<file path="src/hw/csc_pkg.sv">
// package: constants and carrier types for the special address-space cycle logic
//------------------------------------------------------------------------------
// Summary of operation
// - special cycles drive all three space select lines high.
// - cycle type code on address 19..16; only three codes are ever issued.
// - interrupt pending when priority exceeds mask; level 7 pends on transition.
// - pending interrupt starts at next instruction boundary, after higher exceptions.
// - interrupt acknowledge is a read cycle in the special space.
// - acknowledged level on address 3..1, inverted from the priority inputs.
// - interrupt acknowledge carries type code hex F.
// - interrupt acknowledge drives address 31..20, 15..4 and 0 high.
// - autovector ignores data bus; vector equals level plus 24.
// - bus fault on interrupt acknowledge yields spurious vector 24.
// - halt with bus fault on acknowledge retries the cycle.
// - breakpoint cycle uses type code zero, number on address 4..2.
// - normal breakpoint end supplies a word that replaces the breakpoint opcode.
// - breakpoint fetches a whole word; byte port answer needs a second cycle.
// - bus fault on breakpoint acknowledge raises illegal instruction exception.
// - coprocessor access uses type 2, identity on 15..13, register on 4..0.
// - up to seven coprocessors over the ordinary bus protocol.
// - coprocessor interface never issues identity zero; only alternate space move does.
//------------------------------------------------------------------------------
package csc_pkg;

  localparam logic [2:0] SPACE_SPECIAL = 3'h7;
  localparam logic [3:0] TYPE_BREAKPOINT_INSTRUCTION = 4'h0;
  localparam logic [3:0] TYPE_COPROC = 4'h2;
  localparam logic [3:0] TYPE_IACK = 4'hf;
  localparam int TYPE_LSB = 16;
  localparam int LEVEL_LSB = 1;
  localparam int BREAKPOINT_INSTRUCTION_LSB = 2;
  localparam int COPROC_IDENTITY_LSB = 13;
  localparam logic [7:0] AUTOVEC_BASE = 8'h18;
  localparam logic [7:0] SPURIOUS_VEC = 8'h18;
  localparam logic [2:0] NMI_LEVEL = 3'h7;
  // async width answer code: 2'h1 means byte port
  localparam logic [1:0] ACK_BYTE = 2'h1;

  // what the core asks for
  typedef struct packed {
    logic boundary;
    logic higherExc;
    logic [2:0] mask;
    logic bkptGo;
    logic [2:0] bkptNum;
    logic cpGo;
    logic cpWrite;
    logic [2:0] coproc_identity;
    logic [4:0] cpReg;
    logic altMove;
    logic [31:0] cpWdata;
  } csc_req_t;

  // what the far side answers with
  typedef struct packed {
    logic syncEnd;
    logic [1:0] asyncAck;
    logic autovec;
    logic busFault;
    logic halt;
    logic [31:0] data;
  } csc_term_t;

  // bus cycle driven out
  typedef struct packed {
    logic strobe;
    logic write;
    logic [2:0] space;
    logic [31:0] addr;
    logic [31:0] wdata;
  } csc_bus_t;

  // results handed back to the core
  typedef struct packed {
    logic vecValid;
    logic [7:0] vector;
    logic [2:0] level;
    logic wordValid;
    logic [15:0] word;
    logic illegal;
    logic cpDone;
    logic cpFault;
    logic [31:0] cpData;
  } csc_rsp_t;

  typedef enum logic [2:0] {
    ST_IDLE = 3'b000,
    ST_IACK = 3'b001,
    ST_BKPT1 = 3'b010,
    ST_BKPT2 = 3'b011,
    ST_COPROC = 3'b100,
    ST_RETRY = 3'b101
  } csc_state_t;

endpackage

</file>
<file path="src/hw/csc_irq_sense.sv">
// interrupt pending detector with level-7 edge sensing
module csc_irq_sense
  import csc_pkg::*;
(
  input wire logic clock,
  input wire logic rstSync_n,
  input wire logic [2:0] irqPriorityInputs_n,
  input wire logic [2:0] mask,
  input wire logic taken,
  output logic pending,
  output logic [2:0] level
);

  typedef struct packed {
    logic [2:0] lvl;
    logic nmiSeen;
    logic nmiEdge;
  } csc_sense_t;

  csc_sense_t cur;
  csc_sense_t next_cur;

  // inputs are active low: the level is the inverted value
  always_comb begin
    next_cur = cur;
    next_cur.lvl = ~irqPriorityInputs_n;
    next_cur.nmiSeen = (cur.lvl == NMI_LEVEL);
    // level 7 latches on arrival; set wins over the clear from taking it
    if (cur.lvl == NMI_LEVEL && !cur.nmiSeen) begin
      next_cur.nmiEdge = 1'b1;
    end else if (taken) begin
      next_cur.nmiEdge = 1'b0;
    end
  end

  always_ff @(posedge clock or negedge rstSync_n) begin
    if (!rstSync_n) begin
      cur <= '0;
    end else begin
      cur <= next_cur;
    end
  end

  // level 7 cannot be masked, but only an edge makes it pend again
  assign pending = (cur.lvl == NMI_LEVEL) ? cur.nmiEdge : (cur.lvl > mask);
  assign level = cur.lvl;

endmodule

</file>
<file path="src/hw/csc_cpu_space.sv">
// special address-space cycle sequencer: interrupt, breakpoint, coprocessor
module csc_cpu_space
  import csc_pkg::*;
(
  input wire logic clock,
  input wire logic rst_n,
  input wire logic [2:0] irqPriorityInputs_n,
  input wire csc_pkg::csc_req_t req,
  input wire csc_pkg::csc_term_t term,
  output csc_pkg::csc_bus_t bus,
  output csc_pkg::csc_rsp_t rsp,
  output logic busy
);

  //----------------------------------------------------------------------------
  // reset release
  //----------------------------------------------------------------------------
  logic [1:0] rstPipe;
  logic rstSync_n;

  // async assert, two-flop release
  always_ff @(posedge clock or negedge rst_n) begin
    if (!rst_n) begin
      rstPipe <= 2'h0;
    end else begin
      rstPipe <= {rstPipe[0], 1'b1};
    end
  end
  assign rstSync_n = rstPipe[1];

  //----------------------------------------------------------------------------
  // interrupt sensing
  //----------------------------------------------------------------------------
  logic irqPending;
  logic [2:0] irqLevel;
  logic irqTaken;

  csc_irq_sense u_sense (
    .clock(clock),
    .rstSync_n(rstSync_n),
    .irqPriorityInputs_n(irqPriorityInputs_n),
    .mask(req.mask),
    .taken(irqTaken),
    .pending(irqPending),
    .level(irqLevel)
  );

  //----------------------------------------------------------------------------
  // state
  //----------------------------------------------------------------------------
  typedef struct packed {
    csc_state_t st;
    csc_bus_t bus;
    csc_rsp_t rsp;
    logic [2:0] ackLevel;
    logic [7:0] hiByte;
  } csc_core_t;

  csc_core_t cur;
  csc_core_t next_cur;

  // address builders, each used at start; the acknowledge one is also used on retry
  function automatic logic [31:0] iackAddr(input logic [2:0] lvl);
    logic [31:0] a;
    a = 32'hffff_ffff;
    a[TYPE_LSB +: 4] = TYPE_IACK;
    a[LEVEL_LSB +: 3] = lvl;
    return a;
  endfunction

  function automatic logic [31:0] bkptAddr(input logic [2:0] num);
    logic [31:0] a;
    a = 32'h0000_0000;
    a[TYPE_LSB +: 4] = TYPE_BREAKPOINT_INSTRUCTION;
    a[BREAKPOINT_INSTRUCTION_LSB +: 3] = num;
    return a;
  endfunction

  function automatic logic [31:0] cpAddr(input logic [2:0] id, input logic [4:0] regSel);
    logic [31:0] a;
    a = 32'h0000_0000;
    a[TYPE_LSB +: 4] = TYPE_COPROC;
    a[COPROC_IDENTITY_LSB +: 3] = id;
    a[4:0] = regSel;
    return a;
  endfunction

  logic normalEnd;
  logic anyEnd;

  // the far side keeps sync and async apart, so either counts as a normal end
  assign normalEnd = term.syncEnd || (term.asyncAck != 2'h0);
  assign anyEnd = normalEnd || term.autovec || term.busFault;
  assign irqTaken = (cur.st == ST_IDLE) && req.boundary && !req.higherExc && irqPending;

  //----------------------------------------------------------------------------
  // sequencer
  //----------------------------------------------------------------------------
  always_comb begin
    next_cur = cur;
    next_cur.rsp.vecValid = 1'b0;
    next_cur.rsp.wordValid = 1'b0;
    next_cur.rsp.illegal = 1'b0;
    next_cur.rsp.cpDone = 1'b0;
    next_cur.rsp.cpFault = 1'b0;
    unique case (cur.st)
      ST_IDLE: begin
        next_cur.bus = '0;
        // interrupt first, only at a boundary and behind higher exceptions
        if (irqTaken) begin
          next_cur.st = ST_IACK;
          next_cur.ackLevel = irqLevel;
          next_cur.bus.strobe = 1'b1;
          next_cur.bus.write = 1'b0;
          next_cur.bus.space = SPACE_SPECIAL;
          next_cur.bus.addr = iackAddr(irqLevel);
        end else if (req.bkptGo) begin
          next_cur.st = ST_BKPT1;
          next_cur.bus.strobe = 1'b1;
          next_cur.bus.space = SPACE_SPECIAL;
          next_cur.bus.addr = bkptAddr(req.bkptNum);
        end else if (req.cpGo && (req.coproc_identity != 3'h0 || req.altMove)) begin
          next_cur.st = ST_COPROC;
          next_cur.bus.strobe = 1'b1;
          next_cur.bus.write = req.cpWrite;
          next_cur.bus.space = SPACE_SPECIAL;
          next_cur.bus.addr = cpAddr(req.coproc_identity, req.cpReg);
          next_cur.bus.wdata = req.cpWdata;
        end
      end
      ST_IACK: begin
        if (term.busFault && term.halt) begin
          next_cur.st = ST_RETRY;
          next_cur.bus.strobe = 1'b0;
        end else if (anyEnd) begin
          next_cur.st = ST_IDLE;
          next_cur.bus = '0;
          next_cur.rsp.vecValid = 1'b1;
          next_cur.rsp.level = cur.ackLevel;
          if (term.busFault) begin
            next_cur.rsp.vector = SPURIOUS_VEC;
          end else if (term.autovec) begin
            next_cur.rsp.vector = AUTOVEC_BASE + {5'h00, cur.ackLevel};
          end else begin
            next_cur.rsp.vector = term.data[7:0];
          end
        end
      end
      ST_RETRY: begin
        // rerun once halt is released
        if (!term.halt && !term.busFault) begin
          next_cur.st = ST_IACK;
          next_cur.bus.strobe = 1'b1;
          next_cur.bus.addr = iackAddr(cur.ackLevel);
        end
      end
      ST_BKPT1: begin
        if (term.busFault) begin
          next_cur.st = ST_IDLE;
          next_cur.bus = '0;
          next_cur.rsp.illegal = 1'b1;
        end else if (normalEnd && !term.syncEnd && term.asyncAck == ACK_BYTE) begin
          // byte port gave the upper half only; fetch the low byte next
          next_cur.st = ST_BKPT2;
          next_cur.hiByte = term.data[31:24];
          next_cur.bus.addr = cur.bus.addr | 32'h0000_0001;
        end else if (normalEnd) begin
          next_cur.st = ST_IDLE;
          next_cur.bus = '0;
          next_cur.rsp.wordValid = 1'b1;
          next_cur.rsp.word = term.data[31:16];
        end
      end
      ST_BKPT2: begin
        if (term.busFault) begin
          next_cur.st = ST_IDLE;
          next_cur.bus = '0;
          next_cur.rsp.illegal = 1'b1;
        end else if (normalEnd) begin
          next_cur.st = ST_IDLE;
          next_cur.bus = '0;
          next_cur.rsp.wordValid = 1'b1;
          next_cur.rsp.word = {cur.hiByte, term.data[31:24]};
        end
      end
      ST_COPROC: begin
        if (anyEnd) begin
          next_cur.st = ST_IDLE;
          next_cur.bus = '0;
          next_cur.rsp.cpDone = 1'b1;
          next_cur.rsp.cpFault = term.busFault;
          next_cur.rsp.cpData = term.data;
        end
      end
      default: begin
        next_cur.st = ST_IDLE;
        next_cur.bus = '0;
      end
    endcase
  end

  // only three type codes can ever be loaded into the address field
  always_ff @(posedge clock or negedge rstSync_n) begin
    if (!rstSync_n) begin
      cur <= '0;
    end else begin
      cur <= next_cur;
    end
  end

  assign bus = cur.bus;
  assign rsp = cur.rsp;
  assign busy = (cur.st != ST_IDLE);

endmodule

</file>
<file path="config.mk">
export PLATFORM = sky130hd
export DESIGN_NAME = csc_cpu_space
export DESIGN_NICKNAME = d
export VERILOG_FILES = /design/src/hw/csc_pkg.sv /design/src/hw/csc_irq_sense.sv /design/src/hw/csc_cpu_space.sv
export SDC_FILE = /design/constraint.sdc
export NUM_CORES = 1
export LEC_CHECK = 0
export ABC_AREA = 1
export BUFFER_PORTS_ARGS = -buffer_cell sky130_fd_sc_hd__buf_4
export CAP_MARGIN = 20
export CORE_MARGIN = 4
export CORE_UTILIZATION = 52
export DETAILED_ROUTE_END_ITERATION = 8
export HOLD_SLACK_MARGIN = 0.03
export PLACE_DENSITY_LB_ADDON = 0.12
export SLEW_MARGIN = 20
export SYNTH_ARGS = -nofsm -noshare
export SYNTH_HDL_FRONTEND = slang
export SYNTH_SLANG_ARGS = --single-unit
</file>
<file path="constraint.sdc">
create_clock -name clock -period 5.45 [get_ports clock]
set_input_delay 1.09 -clock clock [delete_from_list [all_inputs] [get_ports clock]]
set_output_delay 1.09 -clock clock [all_outputs]
set_load 0.005 [all_outputs]
</file>
**After elaboration in Yosys (flattened, before gate mapping)**

Index checks and enable logic that the tools add are counted.

- Bits in registers: 154
- Bits of input ports: 95
- Output and inout bits: 134

- Add/subtract/negate cells: 1
- Magnitude comparators: 1
- Equality and inequality tests: 19
- Mux-type cells: 39
- Bitwise gates (word level): 4
- Reductions and logical operators: 34

Operator list:

| kind | number |
|---|---|
| 32-bit case mux with 6 select lines | 2 |
| 72-bit two-way mux | 5 |
| 32-bit two-way mux | 5 |
| 17-bit two-way mux | 5 |
| 84-bit two-way mux | 1 |
| 80-bit two-way mux | 1 |
| 34-bit two-way mux | 2 |
| 4-bit case mux with 6 select lines | 2 |
| 40-bit two-way mux | 1 |
| 18-bit case mux with 2 select lines | 1 |
| 35-bit two-way mux | 1 |
| 2-bit != test, second input constant | 9 |
| 8-bit two-way mux | 2 |
| 12-bit two-way mux | 1 |
| 4-bit two-way mux | 3 |
| 4-bit AND reduction | 3 |
| 5-bit AND reduction | 2 |
| 3-bit equality test, second input constant | 3 |
| 1-bit logical AND | 9 |
| 5-bit by 3-bit adder with 6-bit output, first input constant | 1 |
| 3-bit by 2-bit equality test with 1-bit output, second input constant | 2 |
| 3-bit != test, second input constant | 2 |
| 3-bit AND reduction | 2 |
| 6-bit AND reduction | 1 |
| other kinds (15) | 32 |

**Depth between registers and ports, before layout**

Gate-level depths: netlist of run 1.

- Depth after elaboration: 7
- Depth in mapped cells: 14

**Modules after synthesis**

From an unflattened synthesis of run 1, not the netlist that was laid out.

- Cells, all modules: 1,032
- Area total of the unflattened synthesis: 8,100.3 um^2

Modules (own cells, without submodules):

| module | times used | cells an instance | area an instance (um^2) |
|---|---|---|---|
| csc_cpu_space | 1 | 1,002 | 7,828.8 |
| csc_irq_sense | 1 | 30 | 271.5 |

**Least setup slack after synthesis of run 1**

No wires, ideal clock.

- Path type: in2reg
- From: input req[49] (netlist name)
- To: register cur, in the netlist bus[10]
- Library setup time: 0.065 ns
- Data arrival time: 2.461 ns
- Required time: 5.385 ns
- Slack: 2.924 ns
- Stages on the path: 12
- Path through: inv_1 ha_1 a21oi_1 nand2_1 nand2_1 nand2_1 nand2_1 nand2_1 nor2_2 buf_2 nand2_1 nand2_1

- Longest elaborated chain between the ends: 5

Ends and longest elaborated chain:

| element | RTL line | source |
|---|---|---|
| start, declared | csc_cpu_space.sv:8 | `input wire csc_pkg::csc_req_t req,` |
| 3-bit greater-than comparator | csc_irq_sense.sv:45 | `assign pending = (cur.lvl == NMI_LEVEL) ? cur.nmiEdge : (cur.lvl > mask);` |
| 1-bit two-way mux | csc_irq_sense.sv:45 |  |
| 1-bit logical AND | csc_cpu_space.sv:94 | `assign irqTaken = (cur.st == ST_IDLE) && req.boundary && !req.higherExc && irqPending;` |
| 32-bit two-way mux | csc_cpu_space.sv:110 | `if (irqTaken) begin` |
| 32-bit case mux with 6 select lines | csc_cpu_space.sv:106 | `unique case (cur.st)` |
| end signal, assigned | csc_cpu_space.sv:207 | `cur <= next_cur;` |
| end, declared | csc_cpu_space.sv:59 | `csc_core_t cur;` |

Every way passes these cells.
A chain may end at the register's enable or synchronous reset.

**Worst setup path in the final report of run 1**

- From: input term[37] (netlist name)
- To: register cur, in the netlist bus[1]

- Longest elaborated chain between the ends: 5

Ends and longest elaborated chain:

| element | RTL line | source |
|---|---|---|
| start, declared | csc_cpu_space.sv:9 | `input wire csc_pkg::csc_term_t term,` |
| 1-bit logical OR or 1-bit logical NOT (tied branches) | csc_cpu_space.sv:92, csc_cpu_space.sv:162 |  |
| 72-bit two-way mux, or another cell as far along | - |  |
| 32-bit two-way mux, or another cell as far along | - |  |
| 72-bit two-way mux, or another cell as far along | - |  |
| 32-bit case mux with 6 select lines or 5-bit AND reduction (tied branches) | - |  |

Parallel ways exist; a longest one is shown, timed or not. The select of a mux whose other input is x is not followed.

==> results.ini, run 1 <==
[placed_design]
post-place-ws_ns=2.01
routabilityCongestion=0.778
io_buffer_count=228
hpwl_um=12100

[sta]
rsz0062_at_grt=false
final.setup.worst_slack_ns=2.41
setup_viol=0
finalMaxSlewViolations=0
fmax_mhz=329
finalCritPeriodShare_pct=55.8
fin_tns_setup_ns=0
hold_slack_ns=0.323
hold_violations=0
max_slew_margin_pct=39.0
worst_slew_pin_slew_ns=0.913
clock_skew_ns=0.00805
fin_crit_ns=3.04

[logic_synthesis]
synthFlopType=dfrtp_1
synth.avg_cell_area_um2=8.55
synth.area.mux_share_pct=0
synth-edff-count=0
synth_top_family_by_area=simple AND/OR/NAND/NOR gates
synth_area_um2=7390
synth_fa_ha_area_share_pct=0.508
ys_types=31
synth_area_leaders=dfrtp_1, nand2_1, buf_4
ys_seq_area_share_pct=52.2
ys_seq_elements=154
synth_compound_area_share_pct=7.40
yosysWarnings=0
synthCells=864
synthSimpleGateAreaFrac_pct=22.3
yosysTopAreaCellShare_pct=52.2
synth.largest_area_cell=dfrtp_1
async_reset_ff_share_pct=100
synth_nets=962
synth-xor-area-share_pct=0

[cells_and_area]
diodes=0
fin_nets=1053
final_layout_size_suffix_gt1_share_pct=29.9
area_delta_synth_final_pct=18.9

[worst_setup_path]
worstPathArrival_ns=3.39
crit_required_ns=5.80
cp-start-kind=input pin
end_kind=register
crit_type=in -> reg
critPathMaxFanout=36

[floorplanning]
die_x_um=127
dieArea_um2=16200
ios=229
die_h_um=127
placementRows=43
initial_core_util_pct=53.2
core_um2=13900

[hold_path]
min_path_type=reg -> async

[route]
via_per_inst=4.88
wl_um=16900
dr_total_vias=5588
remaining_drc_errors=0
wire_per_inst_um=14.8
antenna_left=0
drtIter0Drc=365
drt_pass1_iterations=5

[clocking]
postCtsSetupRepairBufs=0
hold_buffers=0
cts_tree=yes
cts_inserted_buffers=17
clkLatencyLatePin_ns=0.41
h-tree-depth=4
clock_sinks=154
clk_pin_slew_ns=0.06
clk_path_buf_depth=2
post_cts_resized=0
cts_root_buffer=clkbuf_16

[global_routing]
antenna_found_initial=0
grt_pass1_vias=5388
grt_first_pass_wirelength_um=27600
grt_overflow=0
grt_max_degree=56
grtUsageTotal_pct=21.5

[outcome]
outcome=completed

[power_and_ir_drop]
p_total_mw=4.12
peakVddDrop_mv=0.261
power_density_nw_per_um2=469
leakagePower_nw=5.01

[flow_run]
cap_viol_max_count=0

[power by group]
group / switching [mW] / internal [mW] / leakage [nW]
sequential: 0.219 / 1.51 / 2.01
clock: 0.430 / 0.656 / 0.271
combinational: 0.664 / 0.633 / 2.72
[metal layers]
| layer | GRT usage, % | part of all wire, % | vias to the layer above |
|---|---|---|---|
| met1 | 28.3 | 44 | 2605 |
| met5 | 0 | 0 | - |
| li1 | - | - | 2778 |
| met3 | 7.32 | 7.3 | 23 |
| met2 | 33.7 | 47 | 182 |
| met4 | 6.88 | 2.0 | 0 |
[sequential cells by signal, indices dropped and copies added (netlist names)]
name / cells
u_sense.cur: 2
u_sense.level: 3
bus: 69
rstPipe: 2
rsp: 64
cur: 14
[layout make-up]
cell class,count,area (um2)
clock buffer,22,474
clock inverter,8,71.3
fill,1245,5100
inverter,44,165
multi-input combinational,505,2240
sequential,154,3860
tap,180,225
timing repair buffer,233,1750
[critical path: stages]
cell and delay [ns]:
buf_4 0.11, nor2_1 0.21, nand4_1 0.75, nand3_2 0.93, o21ai_0 0.19, nand2_1 0.09
[Yosys cell counts (all sizes together) (2+ instances only)]
cell type	instances
ha	3
inv	44
o311ai	14
nand3	23
a22oi	2
o21ai	68
nand4	4
dfrtp	154
nand2	345
a21oi	9
clkbuf	10
nor2	25
nor3	6
buf	151
[cells in the final DEF, fill, tap and decap left out, drive strengths merged]
master,netlist,layout
nand2,345,345
buf,151,233
dfrtp,154,154
o21ai,68,68
inv,44,44
nor2,25,25
nand3,23,23
clkbuf,10,22
o311ai,14,14
a21oi,9,9
clkinv,0,6
nor3,6,6
nand4,4,4
ha,3,3
a22oi,2,2
nand3b,1,1
o211ai,1,1
o2111ai,1,1
nor4,1,1
or2,1,1
clkinvlp,0,1
bufinv,0,1
conb,1,1
[worst paths after layout]
check,startpoint,endpoint,slack [ns],depth (start not counted)
setup / recovery,term[37],bus[1],2.41,6
hold / removal,rstPipe[1],rsp[54],0.32,0
setup reg to reg,cur[144],bus[1],2.70,5
hold reg to reg,rstPipe[1],rsp[54],0.32,0
max in group asynchronous,rstPipe[1],bus[60],4.01,1
min in group clock,rstPipe[0],rstPipe[1],0.36,0
[metrics by stage]
stage	area [um2]	utilization [%]	instances
final	8780	63.3	1146
after global routing	8780	63.3	1146
after CTS	8780	63.3	1146
after detailed placement	8240	59.3	1116
after global placement	8240	59.3	1116
after floorplan	7390	-	864
[cell families after synthesis]
| family | Yosys count |
|---|---|
| AO/OA/AOI/OAI | 95 |
| adder cells (fa/ha/maj) | 3 |
| buffers and inverters | 205 |
| flip-flops | 154 |
| other | 1 |
| AND/OR/NAND/NOR | 406 |
No activity file was read; power rests on OpenSTA's default activity.
==> run 2: changes to the inputs <==
==> constraint.sdc (replaced) <==
create_clock -name clock -period 3.05 [get_ports clock]
set_input_delay 0.61 -clock clock [delete_from_list [all_inputs] [get_ports clock]]
set_output_delay 0.61 -clock clock [all_outputs]
set_load 0.005 [all_outputs]
==> run 2 against run 1 <==
Effect of this change: non-clock buffer count is 6 higher; first-iteration DRC count is 0.82% higher; critical endpoint unchanged; design area is 1.5% higher.
==> results.ini, run 2 (synthesized netlist as in run 1, its figures left out) <==
[route]
remaining_drc_errors=0
antenna_left=0
dr_total_vias=5560
drt_pass1_iterations=4
via_per_inst=4.82
wl_um=16800
drtIter0Drc=368
wire_per_inst_um=14.6

[worst_setup_path]
reg2reg_from=cur[145]
critPathMaxFanout=36
cp-start-kind=register
cp_cell_sequence=inv_2 -> nand2_2 -> nor2_2 -> inv_2 -> nor2_2 -> nor2_1 -> nand3_2 -> o21ai_0 -> nand2_1
crit_required_ns=3.35
rr_worst_depth=9
crit_type=reg -> reg
r2r_slack_ns=0.82
reg2reg_to=bus[1]
worstPathArrival_ns=2.52
endpoint=bus[1]
critPathSlowestCell=nand3_2
crit_path_max_incr_delay_ns=0.60
startpoint=cur[145]
end_kind=register

[sta]
finalCritPeriodShare_pct=73.0
worst_slew_pin_slew_ns=0.763
clock_skew_ns=0.0102
fin_crit_ns=2.23
setup_viol=0
hold_violations=0
max_slew_margin_pct=49.1
rsz0062_at_grt=false
finalMaxSlewViolations=0
fin_tns_setup_ns=0
fmax_mhz=449

[clocking]
h-tree-depth=4
cts_tree=yes
clock_sinks=154
cts_inserted_buffers=17
clk_pin_slew_ns=0.06
clk_path_buf_depth=2
clkLatencyLatePin_ns=0.42
cts_root_buffer=clkbuf_16

[cells_and_area]
most-common-layout-cells=nand2_1, buf_4, dfrtp_1
final_layout_size_suffix_gt1_share_pct=30.4
largest_reg_flops=69
instances_no_fill=1153
final_util_pct=64.2
area_delta_synth_final_pct=20.7
diodes=0
fin_nets=1059
final_common_cell=nand2_1

[power_and_ir_drop]
leakagePower_nw=5.05
p_total_mw=7.56
peakVddDrop_mv=0.477
power_density_nw_per_um2=848

[global_routing]
antenna_found_initial=0
grt_first_pass_wirelength_um=27200
grt_overflow=0
grtUsageTotal_pct=21.2
grt_max_degree=56
grt_pass1_vias=5318

[floorplanning]
initial_core_util_pct=53.2
die_x_um=127
dieArea_um2=16200
ios=229
die_h_um=127
placementRows=43
core_um2=13900

[flow_run]
cap_viol_max_count=0

[hold_path]
min_path_type=in -> reg

[outcome]
outcome=completed

[placed_design]
io_buffer_count=228
hpwl_um=12000
place_inst=1121
routabilityCongestion=0.809

run 2: changes by cell type in the layout (fill, tap and decap cells not counted), moves of 2 or more:
cell,change
buf_4,+3
buf_12,+2
clkinvlp_4,+4
clkinv_2,-3
bufinv_16,+2
run 2: layout make-up:
type / instances / area, um2
Clock inverter: 11 / 146
Multi-Input combinational cell: 505 / 2240
Fill cell: 1212 / 4970
Sequential cell: 154 / 3860
Tap cell: 180 / 225
Clock buffer: 20 / 457
Inverter: 44 / 165
Timing Repair Buffer: 239 / 1820
run 2: worst max-delay path, delay by kind of cell (launching register included):
kind	cells	cell delay, ns
AND/OR/NAND/NOR	6	1.06
flip-flops	1	0.45
AO/OA/AOI/OAI	1	0.41
buffers and inverters	2	0.18
run 2: layer usage:
metal	vias to the layer above	GRT usage [%]	wire (um)
li1	2794	-	-
met1	2565	28.8	7380
met2	176	32.3	7960
met3	25	5.94	1120
met4	0	8.26	357
met5	-	0	0
run 2: worst min path at each step:
stage / slack, ns / from / to / depth (start not counted)
floorplan: 0.31 / rst_n / rstPipe[0] / 0
global placement: 0.34 / rstPipe[0] / rstPipe[1] / 0
detailed placement: 0.34 / rstPipe[0] / rstPipe[1] / 0
CTS: 0.31 / irqPriorityInputs_n[0] / u_sense.level[0] / 2
global route: 0.31 / irqPriorityInputs_n[0] / u_sense.level[0] / 2
finish: 0.33 / irqPriorityInputs_n[2] / u_sense.level[2] / 2
run 2: timing repair:
action | 4_1_cts | 5_1_grt
endpoints found under the hold margin | 2 | 0
setup buffers | 0 | 0
hold buffers | 1 | 0
resized for setup | 0 | 0
run 2: power breakdown:
part	internal (mW)	leakage, nW	switching, mW
clock	1.32	0.280	0.807
sequential	2.70	2.01	0.396
combinational	1.15	2.76	1.18
run 2: through the flow:
stage | worst slack (ns) | hold WS, ns | area (um2)
2_1_floorplan | 0.498 | 0.314 | 7390
3_3_place_gp | 0.653 | 0.337 | 8300
3_5_place_dp | 0.600 | 0.340 | 8300
4_1_cts | 0.804 | 0.306 | 8910
5_1_grt | 0.586 | 0.311 | 8910
6_report | 0.823 | 0.328 | 8910
